==> config.mk <==
export PLATFORM = sky130hd
export DESIGN_NAME = mscs_phy_regs_flat
export DESIGN_NICKNAME = d
export VERILOG_FILES = /design/src/inc/mscs_pkg.sv /design/src/inc/mscs_if.sv /design/src/logic/mscs_phy_regs.sv /design/src/logic/mscs_sync.sv /design/src/flat_wrapper.sv
export SDC_FILE = /design/constraint.sdc
export NUM_CORES = 1
export LEC_CHECK = 0
export ABC_AREA = 1
export BUFFER_PORTS_ARGS = -buffer_cell sky130_fd_sc_hd__buf_2
export CAP_MARGIN = 0
export CORE_UTILIZATION = 45
export CTS_CLUSTER_SIZE = 8
export DETAILED_ROUTE_END_ITERATION = 16
export GPL_ROUTABILITY_DRIVEN = 0
export SLEW_MARGIN = 20
export SYNTH_ARGS = -nofsm -noshare
export SYNTH_HDL_FRONTEND = slang
export SYNTH_SLANG_ARGS = --single-unit
==> constraint.sdc <==
create_clock -name pclk -period 2.13 [get_ports pclk]
set_input_delay 0.213 -clock pclk [delete_from_list [all_inputs] [get_ports pclk]]
set_output_delay 0.213 -clock pclk [all_outputs]
set_load 0.01 [all_outputs]
==> src/inc/mscs_pkg.sv <==
package mscs_pkg;
  // management frame: start(0), op(1=read), 5 address bits, 16 data bits, msb first
  localparam int FRAME_BITS = 23;
  localparam logic [4:0] FRAME_ADDR_LAST = 5'h06;
  localparam logic [4:0] FRAME_LAST = 5'h16;
  localparam logic [4:0] FRAME_DATA_FIRST = 5'h07;
  // device register indices
  localparam logic [4:0] REG_MAC_FIFO_STATUS = 5'h13;
  localparam logic [4:0] REG_MAC_IF_CONTROL_TWO = 5'h15;
  localparam logic [4:0] REG_OUTPUT_IMPEDANCE_OVERRIDE = 5'h18;
  // mac_fifo_status fields
  localparam int STAT_IDLE_INS_BIT = 3;
  localparam int STAT_IDLE_DEL_BIT = 2;
  // mac_interface_control_two fields and resets
  localparam int CTL2_LINE_LB_BIT = 14;
  localparam int CTL2_SPEED_LSB_BIT = 13;
  localparam int CTL2_SPEED_MSB_BIT = 6;
  localparam int CTL2_RX_TIMING_BIT = 5;
  localparam int CTL2_TX_TIMING_BIT = 4;
  localparam int CTL2_BLOCK_CEXT_BIT = 3;
  localparam logic CTL2_LINE_LB_RST = 1'h0;
  localparam logic CTL2_SPEED_LSB_RST = 1'h0;
  localparam logic CTL2_SPEED_MSB_RST = 1'h1;
  localparam logic CTL2_RX_TIMING_RST = 1'h1;
  localparam logic CTL2_TX_TIMING_RST = 1'h1;
  localparam logic CTL2_BLOCK_CEXT_RST = 1'h0;
  localparam logic [5:0] CTL2_RSV_12_7 = 6'h20;
  localparam logic [2:0] CTL2_RSV_2_0_RST = 3'h6;
  // output_impedance_override fields
  localparam int IMP_SELF_CLEAR_BIT = 15;
  localparam int IMP_IO_LEVEL_BIT = 13;
  localparam int IMP_IO_18V_BIT = 12;
  localparam logic IMP_IO_LEVEL_RST = 1'h0;
  localparam logic [1:0] IMP_RSV_7_6_RST = 2'h0;
  // controller apb map
  localparam logic [7:0] APB_CMD = 8'h00;
  localparam logic [7:0] APB_STATUS = 8'h04;
  localparam logic [7:0] APB_RDATA = 8'h08;
  localparam logic [7:0] APB_IRQ_STATUS = 8'h0c;
  localparam logic [7:0] APB_IRQ_MASK = 8'h10;
  localparam int CMD_ADDR_LSB = 16;
  localparam int CMD_READ_BIT = 24;
  localparam int IRQ_DONE_BIT = 0;
  localparam int IRQ_REFUSED_BIT = 1;
  // link clock made by the controller
  localparam int CLK_PERIOD_NS = 8;
  localparam int LINK_PERIOD_NS = 160;
  localparam int LINK_HALF_CYC = LINK_PERIOD_NS / (2 * CLK_PERIOD_NS);
endpackage

==> src/inc/mscs_if.sv <==
`timescale 1ns/10ps
interface mscs_if;
  logic mgmt_clk;
  logic mgmt_out;
  logic mgmt_in;
  modport ctl (output mgmt_clk, output mgmt_out, input mgmt_in);
  modport dev (input mgmt_clk, input mgmt_out, output mgmt_in);
endinterface

==> src/logic/mscs_phy_regs.sv <==
// Local design decision: the management link register port.
`timescale 1ns/10ps
// Summary of operation
// idle inserted sets latched-high status flag
// idle deleted sets latched-high status flag
// line loopback bit loops media, resets zero
// link down: speed code 00=10, else 1000
// speed field resets to 1000 code
// speed field also used in mac loopback
// software sets speed and forced speed alike
// speed and timing bits apply at soft reset
// receive timing bit centres clock, resets one
// transmit timing bit delays clock, resets one
// carrier extension block bit, resets zero, retained
// software matches supply level bit to supply
// supply level initial value from straps
// read-only bit reports 1.8v supply
// software writes back read reserved values
// software writes only reset values to reserved
// latched flags clear on read unless event
module mscs_phy_regs
  import mscs_pkg::*;
#(
  parameter logic [3:0] IMP_RSV_11_8_RST = 4'h0,
  parameter logic [3:0] IMP_RSV_3_0_RST = 4'h0
) (
  // clock and reset
  input wire logic pclk,
  input wire logic presetn,
  // management link
  mscs_if.dev lnk,
  // device events and state
  input wire logic idle_ins_evt,
  input wire logic idle_del_evt,
  input wire logic soft_reset,
  input wire logic link_up,
  input wire logic link_speed_1000,
  input wire logic mac_loopback_on,
  // pins
  input wire logic [1:0] strap_cfg,
  input wire logic io_18v_pin,
  // controls
  output logic line_loopback,
  output logic mac_clk_1000,
  output logic rx_clk_centred,
  output logic tx_clk_delayed,
  output logic block_carrier_ext,
  output logic io_supply_level,
  output logic impedance_cal_go
);
  logic clk_s, clk_d, dat_s, io18_s;
  logic [1:0] strap_s;
  logic in_frame, op_read, rd_act;
  logic [4:0] bit_cnt, addr_q;
  logic [21:0] rx_sh;
  logic [15:0] rd_sh;
  logic ins_flag, del_flag;
  logic spd_lsb, spd_msb, rx_tim, tx_tim;
  logic [2:0] rsv2_0;
  logic [1:0] spd_app;
  logic rx_app, tx_app;
  logic [3:0] rsv11_8, rsv3_0;
  logic [1:0] rsv7_6, strap_wait;

  mscs_sync #(.W(1)) u_sclk (.clk(pclk), .rst_n(presetn), .d(lnk.mgmt_clk), .q(clk_s));
  mscs_sync #(.W(1)) u_sdat (.clk(pclk), .rst_n(presetn), .d(lnk.mgmt_out), .q(dat_s));
  mscs_sync #(.W(1)) u_s18 (.clk(pclk), .rst_n(presetn), .d(io_18v_pin), .q(io18_s));
  mscs_sync #(.W(2)) u_sstrap (.clk(pclk), .rst_n(presetn), .d(strap_cfg), .q(strap_s));

  wire rise = clk_s & ~clk_d;
  wire fall = ~clk_s & clk_d;
  wire addr_done = rise & in_frame & (bit_cnt == FRAME_ADDR_LAST);
  wire frame_end = rise & in_frame & (bit_cnt == FRAME_LAST);
  wire [4:0] addr_now = {rx_sh[3:0], dat_s};
  wire read_start = addr_done & rx_sh[4];
  wire wr_done = frame_end & ~op_read;
  wire [15:0] wdata = {rx_sh[14:0], dat_s};
  wire wr_ctl2 = wr_done & (addr_q == REG_MAC_IF_CONTROL_TWO);
  wire wr_imp = wr_done & (addr_q == REG_OUTPUT_IMPEDANCE_OVERRIDE);
  wire rd_stat = read_start & (addr_now == REG_MAC_FIFO_STATUS);

  wire [15:0] stat_word = {12'h000, ins_flag, del_flag, 2'h0};
  wire [15:0] ctl2_word = {1'b0, line_loopback, spd_lsb, CTL2_RSV_12_7, spd_msb, rx_tim, tx_tim,
                           block_carrier_ext, rsv2_0};
  wire [15:0] imp_word = {impedance_cal_go, 1'b0, io_supply_level, io18_s, rsv11_8, rsv7_6, 2'h0, rsv3_0};
  wire [15:0] rd_word = (addr_now == REG_MAC_FIFO_STATUS) ? stat_word :
                        (addr_now == REG_MAC_IF_CONTROL_TWO) ? ctl2_word :
                        (addr_now == REG_OUTPUT_IMPEDANCE_OVERRIDE) ? imp_word : 16'h0000;
  wire speed_override = ~link_up | mac_loopback_on;

  // frame receiver; data is sampled on the link clock rising edge
  always_ff @(posedge pclk or negedge presetn) begin
    if (!presetn) begin
      clk_d <= 1'b0;
      in_frame <= 1'b0;
      bit_cnt <= 5'h00;
      rx_sh <= '0;
      op_read <= 1'b0;
      addr_q <= 5'h00;
    end else begin
      clk_d <= clk_s;
      if (rise) begin
        if (!in_frame) begin
          in_frame <= ~dat_s;
          bit_cnt <= 5'h01;
        end else begin
          rx_sh <= {rx_sh[20:0], dat_s};
          bit_cnt <= bit_cnt + 5'h01;
          if (bit_cnt == FRAME_LAST)
            in_frame <= 1'b0;
        end
      end
      if (addr_done) begin
        addr_q <= addr_now;
        op_read <= rx_sh[4];
      end
    end
  end

  // read data leaves on falling edges so the controller samples it stable
  always_ff @(posedge pclk or negedge presetn) begin
    if (!presetn) begin
      rd_act <= 1'b0;
      rd_sh <= 16'h0000;
      lnk.mgmt_in <= 1'b1;
    end else if (read_start) begin
      rd_act <= 1'b1;
      rd_sh <= rd_word;
    end else if (fall && rd_act) begin
      // ones follow the data, so the line returns to idle at a fall and never while the clock is high
      lnk.mgmt_in <= rd_sh[15];
      rd_sh <= {rd_sh[14:0], 1'b1};
      rd_act <= in_frame;
    end
  end

  // latched-high flags: an event in the clearing cycle keeps the flag set
  always_ff @(posedge pclk or negedge presetn) begin
    if (!presetn) begin
      ins_flag <= 1'b0;
      del_flag <= 1'b0;
    end else if (rd_stat || soft_reset) begin
      ins_flag <= idle_ins_evt;
      del_flag <= idle_del_evt;
    end else begin
      ins_flag <= ins_flag | idle_ins_evt;
      del_flag <= del_flag | idle_del_evt;
    end
  end

  // control two register, stored values
  always_ff @(posedge pclk or negedge presetn) begin
    if (!presetn) begin
      line_loopback <= CTL2_LINE_LB_RST;
      spd_lsb <= CTL2_SPEED_LSB_RST;
      spd_msb <= CTL2_SPEED_MSB_RST;
      rx_tim <= CTL2_RX_TIMING_RST;
      tx_tim <= CTL2_TX_TIMING_RST;
      block_carrier_ext <= CTL2_BLOCK_CEXT_RST;
      rsv2_0 <= CTL2_RSV_2_0_RST;
    end else if (wr_ctl2) begin
      line_loopback <= wdata[CTL2_LINE_LB_BIT];
      spd_lsb <= wdata[CTL2_SPEED_LSB_BIT];
      spd_msb <= wdata[CTL2_SPEED_MSB_BIT];
      rx_tim <= wdata[CTL2_RX_TIMING_BIT];
      tx_tim <= wdata[CTL2_TX_TIMING_BIT];
      block_carrier_ext <= wdata[CTL2_BLOCK_CEXT_BIT];
      rsv2_0 <= wdata[2:0];
    end else if (soft_reset) begin
      // speed, timing and carrier bits are retained across soft reset
      line_loopback <= CTL2_LINE_LB_RST;
      rsv2_0 <= CTL2_RSV_2_0_RST;
    end
  end

  // disruptive bits are staged and only reach the link logic at soft reset
  always_ff @(posedge pclk or negedge presetn) begin
    if (!presetn) begin
      spd_app <= {CTL2_SPEED_MSB_RST, CTL2_SPEED_LSB_RST};
      rx_app <= CTL2_RX_TIMING_RST;
      tx_app <= CTL2_TX_TIMING_RST;
    end else if (soft_reset) begin
      spd_app <= {spd_msb, spd_lsb};
      rx_app <= rx_tim;
      tx_app <= tx_tim;
    end
  end

  // outputs toward the link logic
  always_ff @(posedge pclk or negedge presetn) begin
    if (!presetn) begin
      mac_clk_1000 <= 1'b0;
      rx_clk_centred <= CTL2_RX_TIMING_RST;
      tx_clk_delayed <= CTL2_TX_TIMING_RST;
    end else begin
      // code 11 is undefined; it is treated as 1000 like the other non-zero codes
      mac_clk_1000 <= speed_override ? (|spd_app) : link_speed_1000;
      rx_clk_centred <= rx_app;
      tx_clk_delayed <= tx_app;
    end
  end

  // impedance override register; the strap is taken once the synchroniser has settled
  always_ff @(posedge pclk or negedge presetn) begin
    if (!presetn) begin
      impedance_cal_go <= 1'b0;
      io_supply_level <= IMP_IO_LEVEL_RST;
      rsv11_8 <= IMP_RSV_11_8_RST;
      rsv7_6 <= IMP_RSV_7_6_RST;
      rsv3_0 <= IMP_RSV_3_0_RST;
      strap_wait <= 2'h0;
    end else begin
      impedance_cal_go <= wr_imp & wdata[IMP_SELF_CLEAR_BIT];
      if (strap_wait != 2'h3)
        strap_wait <= strap_wait + 2'h1;
      if (wr_imp) begin
        io_supply_level <= wdata[IMP_IO_LEVEL_BIT];
        rsv11_8 <= wdata[11:8];
        rsv7_6 <= wdata[7:6];
        rsv3_0 <= wdata[3:0];
      end else if (strap_wait == 2'h2) begin
        io_supply_level <= strap_s[1] ^ strap_s[0];
      end
    end
  end
endmodule

==> src/logic/mscs_sync.sv <==
`timescale 1ns/10ps
module mscs_sync #(
  parameter int W = 1
) (
  input wire logic clk,
  input wire logic rst_n,
  input wire logic [W-1:0] d,
  output logic [W-1:0] q
);
  logic [W-1:0] meta;
  always_ff @(posedge clk or negedge rst_n) begin
    if (!rst_n) begin
      meta <= '0;
      q <= '0;
    end else begin
      meta <= d;
      q <= meta;
    end
  end
endmodule

==> src/flat_wrapper.sv <==
// flat-port wrapper written by rule: the top's interface ports become plain ports
module mscs_phy_regs_flat import mscs_pkg::*;
#(
  parameter logic [3:0] IMP_RSV_11_8_RST = 4'h0,
  parameter logic [3:0] IMP_RSV_3_0_RST = 4'h0
)
  (pclk, presetn, idle_ins_evt, idle_del_evt, soft_reset, link_up, link_speed_1000, mac_loopback_on, strap_cfg, io_18v_pin, line_loopback, mac_clk_1000, rx_clk_centred, tx_clk_delayed, block_carrier_ext, io_supply_level, impedance_cal_go, lnk_mgmt_clk, lnk_mgmt_out, lnk_mgmt_in);
  mscs_if lnk_i ();
  input wire logic pclk;
  input wire logic presetn;
  input wire logic idle_ins_evt;
  input wire logic idle_del_evt;
  input wire logic soft_reset;
  input wire logic link_up;
  input wire logic link_speed_1000;
  input wire logic mac_loopback_on;
  input wire logic [1:0] strap_cfg;
  input wire logic io_18v_pin;
  output logic line_loopback;
  output logic mac_clk_1000;
  output logic rx_clk_centred;
  output logic tx_clk_delayed;
  output logic block_carrier_ext;
  output logic io_supply_level;
  output logic impedance_cal_go;
  input wire logic [$bits(lnk_i.mgmt_clk)-1:0] lnk_mgmt_clk;
  input wire logic [$bits(lnk_i.mgmt_out)-1:0] lnk_mgmt_out;
  output wire logic [$bits(lnk_i.mgmt_in)-1:0] lnk_mgmt_in;
  assign lnk_i.mgmt_clk = lnk_mgmt_clk;
  assign lnk_i.mgmt_out = lnk_mgmt_out;
  assign lnk_mgmt_in = lnk_i.mgmt_in;
  mscs_phy_regs #(.IMP_RSV_11_8_RST(IMP_RSV_11_8_RST), .IMP_RSV_3_0_RST(IMP_RSV_3_0_RST)) u_core (.pclk(pclk), .presetn(presetn), .lnk(lnk_i), .idle_ins_evt(idle_ins_evt), .idle_del_evt(idle_del_evt), .soft_reset(soft_reset), .link_up(link_up), .link_speed_1000(link_speed_1000), .mac_loopback_on(mac_loopback_on), .strap_cfg(strap_cfg), .io_18v_pin(io_18v_pin), .line_loopback(line_loopback), .mac_clk_1000(mac_clk_1000), .rx_clk_centred(rx_clk_centred), .tx_clk_delayed(tx_clk_delayed), .block_carrier_ext(block_carrier_ext), .io_supply_level(io_supply_level), .impedance_cal_go(impedance_cal_go));
endmodule
[Word level (Yosys, flattened, before mapping)]
Index checks and enable logic that the tools add are counted.
Operators by class
  mux-type cells: 19
  add/subtract/negate cells: 2
  reduce and logical (&&, ||, !) cells: 8
  equality and inequality tests: 9
  bitwise operators: 21
Operators by type and width (number)
  $mux W16: 5
  $eq A5 B5 Y1 const B: 6
  $and A1 B1 Y1: 11
  $mux W1: 11
  $mux W3: 2
  $not A1 Y1: 6
  $reduce_bool A2 Y1: 3
  $add A5 B1 Y5 const B: 1
  $eq A5 B3 Y1 const B: 1
  $mux W5: 1
  $reduce_and A2 Y1: 2
  $or A1 B1 Y1: 3
  $add A2 B1 Y2 const B: 1
  $eq A2 B2 Y1 const B: 1
  $ne A2 B2 Y1 const B: 1
  $reduce_or A2 Y1: 1
  $logic_and A1 B1 Y1: 1
  $logic_or A1 B1 Y1: 1
  $xor A1 B1 Y1: 1
Word-level totals
  input port bits: 13
  logic and storage cells: 97
  output and inout bits: 8
  flip-flop bits (word level): 88

[Depth between registers and ports, before layout]
  word-level depth: 8
  mapped depth: 11
  gate-level depth less buffers: 11

[Cells and area by module]
A second synthesis with hierarchy kept.
Second synthesis, totals
  cells, all modules: 417
  area, all modules: 3793.6 µm²
Modules (own cells, without submodules)
  mscs_phy_regs: area each 3543.4 µm², cells each 407, instances 1, sequential area each 1965.6 µm²
  mscs_sync at u_core.u_s18 ...: area each 50.0 µm², cells each 2, instances 3, sequential area each 50.0 µm²
  mscs_sync at u_core.u_sstrap: area each 100.1 µm², cells each 4, instances 1, sequential area each 100.1 µm²

[Worst setup path before layout]
Ideal clock, no wire load.
  path kind: register to register
  from: reg u_core.bit_cnt[0]
  to: reg u_core.rsv3_0[3]
  library setup time: 121 ps
  stages on the path, launching flop included: 11
  path slack: 639 ps
  path buffers: 1
  arrival time: 1370 ps
  clock period less this slack: 1491 ps
  required time: 2009 ps
  cell sequence: dfrtp_1 -> inv_1 -> ha_1 -> nand2_2 -> nor2_4 -> nand2_2 -> nor2_4 -> nand3_2 -> buf_6 -> nand2_1 -> o21ai_2
On the way
  word-level cells in the longest chain between the ends: 4
Ends and longest elaborated chain
  start: declaration: line mscs_phy_regs.sv:54  | logic [4:0] bit_cnt, addr_q;
  start signal: assignment: line mscs_phy_regs.sv:108  | bit_cnt <= bit_cnt + 5'h01;
  $eq A5 B5 Y1: line mscs_phy_regs.sv:73  | wire frame_end = rise & in_frame & (bit_cnt == FRAME_LAST);
  $and A1 B1 Y1: line mscs_phy_regs.sv:73
  $and A1 B1 Y1: line mscs_phy_regs.sv:76  | wire wr_done = frame_end & ~op_read;
  $and A1 B1 Y1: line mscs_phy_regs.sv:79  | wire wr_imp = wr_done & (addr_q == REG_OUTPUT_IMPEDANCE_OVERRIDE);
  end signal: assignment: line mscs_phy_regs.sv:220  | rsv3_0 <= wdata[3:0];
  end: declaration: line mscs_phy_regs.sv:62  | logic [3:0] rsv11_8, rsv3_0;
No other way between the ends.
A chain may end at the register's enable or synchronous reset.

[Worst setup path in the final report]
  from: reg u_core.bit_cnt[0]
  to: reg u_core.rsv2_0[0]
On the way
  word-level cells in the longest chain between the ends: 5
  elaborated cells between the ends (all ways): 6
  those cells by class: eq/ne: 1; mux: 1; bitwise: 3; reduce/logical: 1
Ends and longest elaborated chain
  $eq A5 B5 Y1 (*): line mscs_phy_regs.sv:73
  $and A1 B1 Y1 (*): line mscs_phy_regs.sv:73
  $and A1 B1 Y1 (*): line mscs_phy_regs.sv:76
  $and A1 B1 Y1 (*): line mscs_phy_regs.sv:78  | wire wr_ctl2 = wr_done & (addr_q == REG_MAC_IF_CONTROL_TWO);
  $mux W3 or $reduce_bool A2 Y1 (tied branches)
  end signal: assignment: line mscs_phy_regs.sv:168  | rsv2_0 <= wdata[2:0];
  end: declaration: line mscs_phy_regs.sv:59  | logic [2:0] rsv2_0;
Every way passes the cells marked *; elsewhere a longest branch is shown, timed or not.

==> Implementation_results.wiki <==
{| class="wikitable"
! Metric !! Value
|-
| Run status || complete, no violations
|-
| CTS buffer count || 9
|-
| Initial antenna violation count || 0
|-
| Worst stage delay on the critical path || 0.40 ns
|-
| Clock input transition at the sequential cells of the worst setup and hold paths || 0.09 ns
|-
| H-tree depth reported by CTS || 3
|-
| Diodes inserted || 0
|-
| Post-Synthesis Net Count || 420
|-
| RSZ-0062 raised after global routing || no
|-
| Pre-CTS setup slack || 0.298 ns
|-
| Distinct cell type count of the synthesized netlist || 29
|-
| Top flip-flop cell by instance count after synthesis || sky130_fd_sc_hd__dfrtp_1
|-
| First-pass GRT wire length || 12600 µm
|-
| Count of buffers added by post-CTS timing repair for setup || 0
|-
| Number of flops mapped to enable cells by yosys || 0
|-
| Std cell rows || 32
|-
| Routed WL || 7380 µm
|-
| Power per unit of standard cell area || 916 mW/mm²
|-
| Maximum number of pins on one net before global-route repair || 54
|-
| Via count of the first global-routing pass || 2636
|-
| Post-detailed-route wirelength per cell || 13.6 µm
|-
| Placeable core area || 0.00785 mm²
|-
| Boundary Pins || 21
|-
| Crit-path max FO || 14
|-
| Top cell by count, worst path || sky130_fd_sc_hd__nand2_1
|-
| Hold Vio Cnt, Final || 0
|-
| Clock root cell || sky130_fd_sc_hd__clkbuf_8
|-
| Library cell with the largest summed area after synthesis || sky130_fd_sc_hd__dfrtp_1
|-
| Number of cells on the worst reg-to-reg path || 11
|-
| DRT iter0 DRCs || 92
|-
| Ordered cell list for the critical path || inv_1, ha_1, nand2_2, nor2_4, nand2_2, nor2_4, nand3_2, nand2_1, inv_1, nand2_1, nand2_1
|-
| Static Leak || 2.07 nW
|-
| Largest vdd supply drop || 646 µV
|-
| Count of input and output buffers || 20
|-
| Chip width || 92.7 µm
|-
| Drt drc || 0
|-
| Clk buf depth || 2
|-
| Post-synthesis average cell area || 9.19 µm²
|-
| CP max stage cell || sky130_fd_sc_hd__dfrtp_1
|-
| Fraction of registers with async set or reset after synthesis || 100%
|-
| Net total in the final layout || 453
|-
| Startpoint Class || register
|-
| Netlist area before placement || 0.00370 mm²
|-
| Yosys warning total || 0
|-
| Sequential cell area fraction in the yosys report || 59.8%
|-
| Quantity of gates resized following cts || 0
|-
| Remaining global-route overflow || 0
|-
| Final number of max-transition violations || 0
|-
| Final period demand of the worst path || 1.84 ns
|-
| Total of endpoints with negative setup slack in the final report || 0
|-
| Most instantiated library cell after synthesis || sky130_fd_sc_hd__nand2_1
|-
| Depth of the worst hold-timing path || 3
|-
| Clock network latency to the later pin of the worst-skew pair || 0.36 ns
|-
| Post-synthesis register bit count || 88
|-
| Initial core utilization || 47.2%
|-
| Antenna-violating nets left || 0
|-
| Die Height || 92.7 µm
|-
| Data required, critical path || 2.38 ns
|-
| Largest cells by area after synthesis || sky130_fd_sc_hd__dfrtp_1, sky130_fd_sc_hd__nand2_1, sky130_fd_sc_hd__dfstp_2
|-
| Top cells by count, synth || sky130_fd_sc_hd__nand2_1, sky130_fd_sc_hd__dfrtp_1, sky130_fd_sc_hd__inv_1
|-
| Fmax || 543 MHz
|-
| Hold Crit Class || primary input to register
|-
| Fraction of layout instances using a drive strength above 1 || 17.5%
|-
| Power Total || 3.88 mW
|-
| Total number of vias || 2665
|-
| Area growth syn-to-layout || 14.3%
|-
| Max transition margin || 64.2%
|-
| Start-to-end type of the worst setup path || register to register
|-
| Die Footprint || 0.00860 mm²
|-
| Data arrival time at the worst-slack endpoint || 2.09 ns
|-
| Max capacitance violation total || 0
|-
| First-pass iteration count of the detailed router || 5
|-
| Gr usage total || 19.1%
|-
| Total Negative Setup Slacks || 0 ns
|-
| Share of the synthesized area in the top cell type || 52.0%
|-
| Number of clock sinks || 88
|-
| WHS || 0.0432 ns
|-
| Kind of capture point of the worst setup path || register
|-
| Slack of the critical path || 0.288 ns
|-
| Mapped Cells || 403
|-
| Clock tree from TritonCTS || yes
|-
| Worst clock skew || 0.00873 ns
|-
| Worst-Margin Slew || 0.537 ns
|-
| Final HPWL DP || 5160 µm
|-
| Part of the cycle the worst path needs || 86.5%
|-
| Via-to-Cell Ratio || 4.91
|}
## layout make-up
class / count / area (µm²)
fill: 754 / 3610
sequential: 88 / 2220
multi-input combinational: 258 / 1240
timing repair buffer: 32 / 220
inverter: 47 / 176
tap: 102 / 128
clock inverter: 7 / 125
clock buffer: 9 / 124
## critical path, delay by kind of cell, from the launching register on
kind          cells  cell delay [ns]
flops             1             0.40
fa+ha+maj         1             0.17
buf+inv           2             0.17
simple gates      8             1.00
## cell usage in the layout (no fill, tap or decap), types with 2 or more instances in the layout
cell / n
sky130_fd_sc_hd__inv_6: 3
sky130_fd_sc_hd__ha_1: 4
sky130_fd_sc_hd__dfrtp_1: 77
sky130_fd_sc_hd__o21ai_0: 26
sky130_fd_sc_hd__nor2_4: 2
sky130_fd_sc_hd__buf_4: 6
sky130_fd_sc_hd__xor2_1: 2
sky130_fd_sc_hd__nand3_1: 32
sky130_fd_sc_hd__dfstp_2: 11
sky130_fd_sc_hd__nand2_1: 131
sky130_fd_sc_hd__inv_1: 45
sky130_fd_sc_hd__a21oi_1: 3
sky130_fd_sc_hd__buf_2: 19
sky130_fd_sc_hd__o22ai_1: 2
sky130_fd_sc_hd__o21ai_1: 9
sky130_fd_sc_hd__nor2_1: 17
sky130_fd_sc_hd__bufinv_16: 3
sky130_fd_sc_hd__clkbuf_8: 9
sky130_fd_sc_hd__xnor2_1: 2
sky130_fd_sc_hd__nand4_1: 4
sky130_fd_sc_hd__dlygate4sd3_1: 6
sky130_fd_sc_hd__nand3_2: 2
sky130_fd_sc_hd__nor2_2: 4
sky130_fd_sc_hd__nand2_2: 3
sky130_fd_sc_hd__o21ai_2: 11
## metrics by stage
step,util [%],std cells,instance area [µm²]
global route,53.9,543,4230
global placement,50.0,521,3920
finish,53.9,543,4230
CTS,53.9,543,4230
floorplan,-,403,3700
detailed placement,50.0,521,3920
## per-layer routing
layer  vias to the layer above  GRT usage [%]  wire length (µm)
met1                      1276           27.5              3610
met4                         0           8.59               123
met3                        11           2.71               258
li1                       1339              -                 -
met2                        39           28.7              3380
met5                         -              0                 0
## timing repair
action	CTS	global route
setup endpoints to repair	0	0
hold buffers	6	0
hold endpoints to repair	29	0
## state kept, by name, indices dropped and copies added (netlist names), 2 cells and up
register	flops
u_core.rsv3_0	4
u_core.strap_wait	2
u_core.rsv2_0	3
u_core.rsv7_6	2
u_core.rd_sh	16
u_core.addr_q	5
u_core.spd_app	2
u_core.bit_cnt	5
u_core.u_sstrap.meta	2
u_core.u_sstrap.q	2
u_core.rx_sh	15
u_core.rsv11_8	4
## kinds of logic (layout without fill, tap and decap cells)
| kind of cell | Yosys count | in the layout | share of synthesized area (%) |
|---|---|---|---|
| xor gates and xnor gates | 4 | 4 | 0.946 |
| buffers and inverters | 57 | 95 | 6.62 |
| adders and majority gates | 4 | 4 | 1.35 |
| AOI/OAI and AO/OA | 53 | 53 | 8.44 |
| and+or+nand+nor | 197 | 197 | 22.8 |
| DFF | 88 | 88 | 59.8 |
## path summary, 6_finish.rpt
| path | start | end | slack, ns |
|---|---|---|---|
| worst min register to register | u_core.u_sstrap.meta[1] | u_core.u_sstrap.q[1] | 0.35 |
| min in group asynchronous | presetn | u_core.rsv3_0[1] | 0.35 |
| max in group asynchronous | presetn | u_core.rx_sh[12] | 1.14 |
| worst min-delay path | idle_ins_evt | u_core.ins_flag | 0.04 |
| worst max register to register | u_core.bit_cnt[0] | u_core.rsv2_0[0] | 0.29 |
| worst max-delay path | u_core.bit_cnt[0] | u_core.rsv2_0[0] | 0.29 |
## report_power, final
part	internal (mW)	switching, mW	total (mW)
Sequential	1.86	0.146	2.00
Clock	0.794	0.623	1.42
Combinational	0.161	0.297	0.458
Total	2.81	1.07	3.88
(Power assumes the default switching activity.)
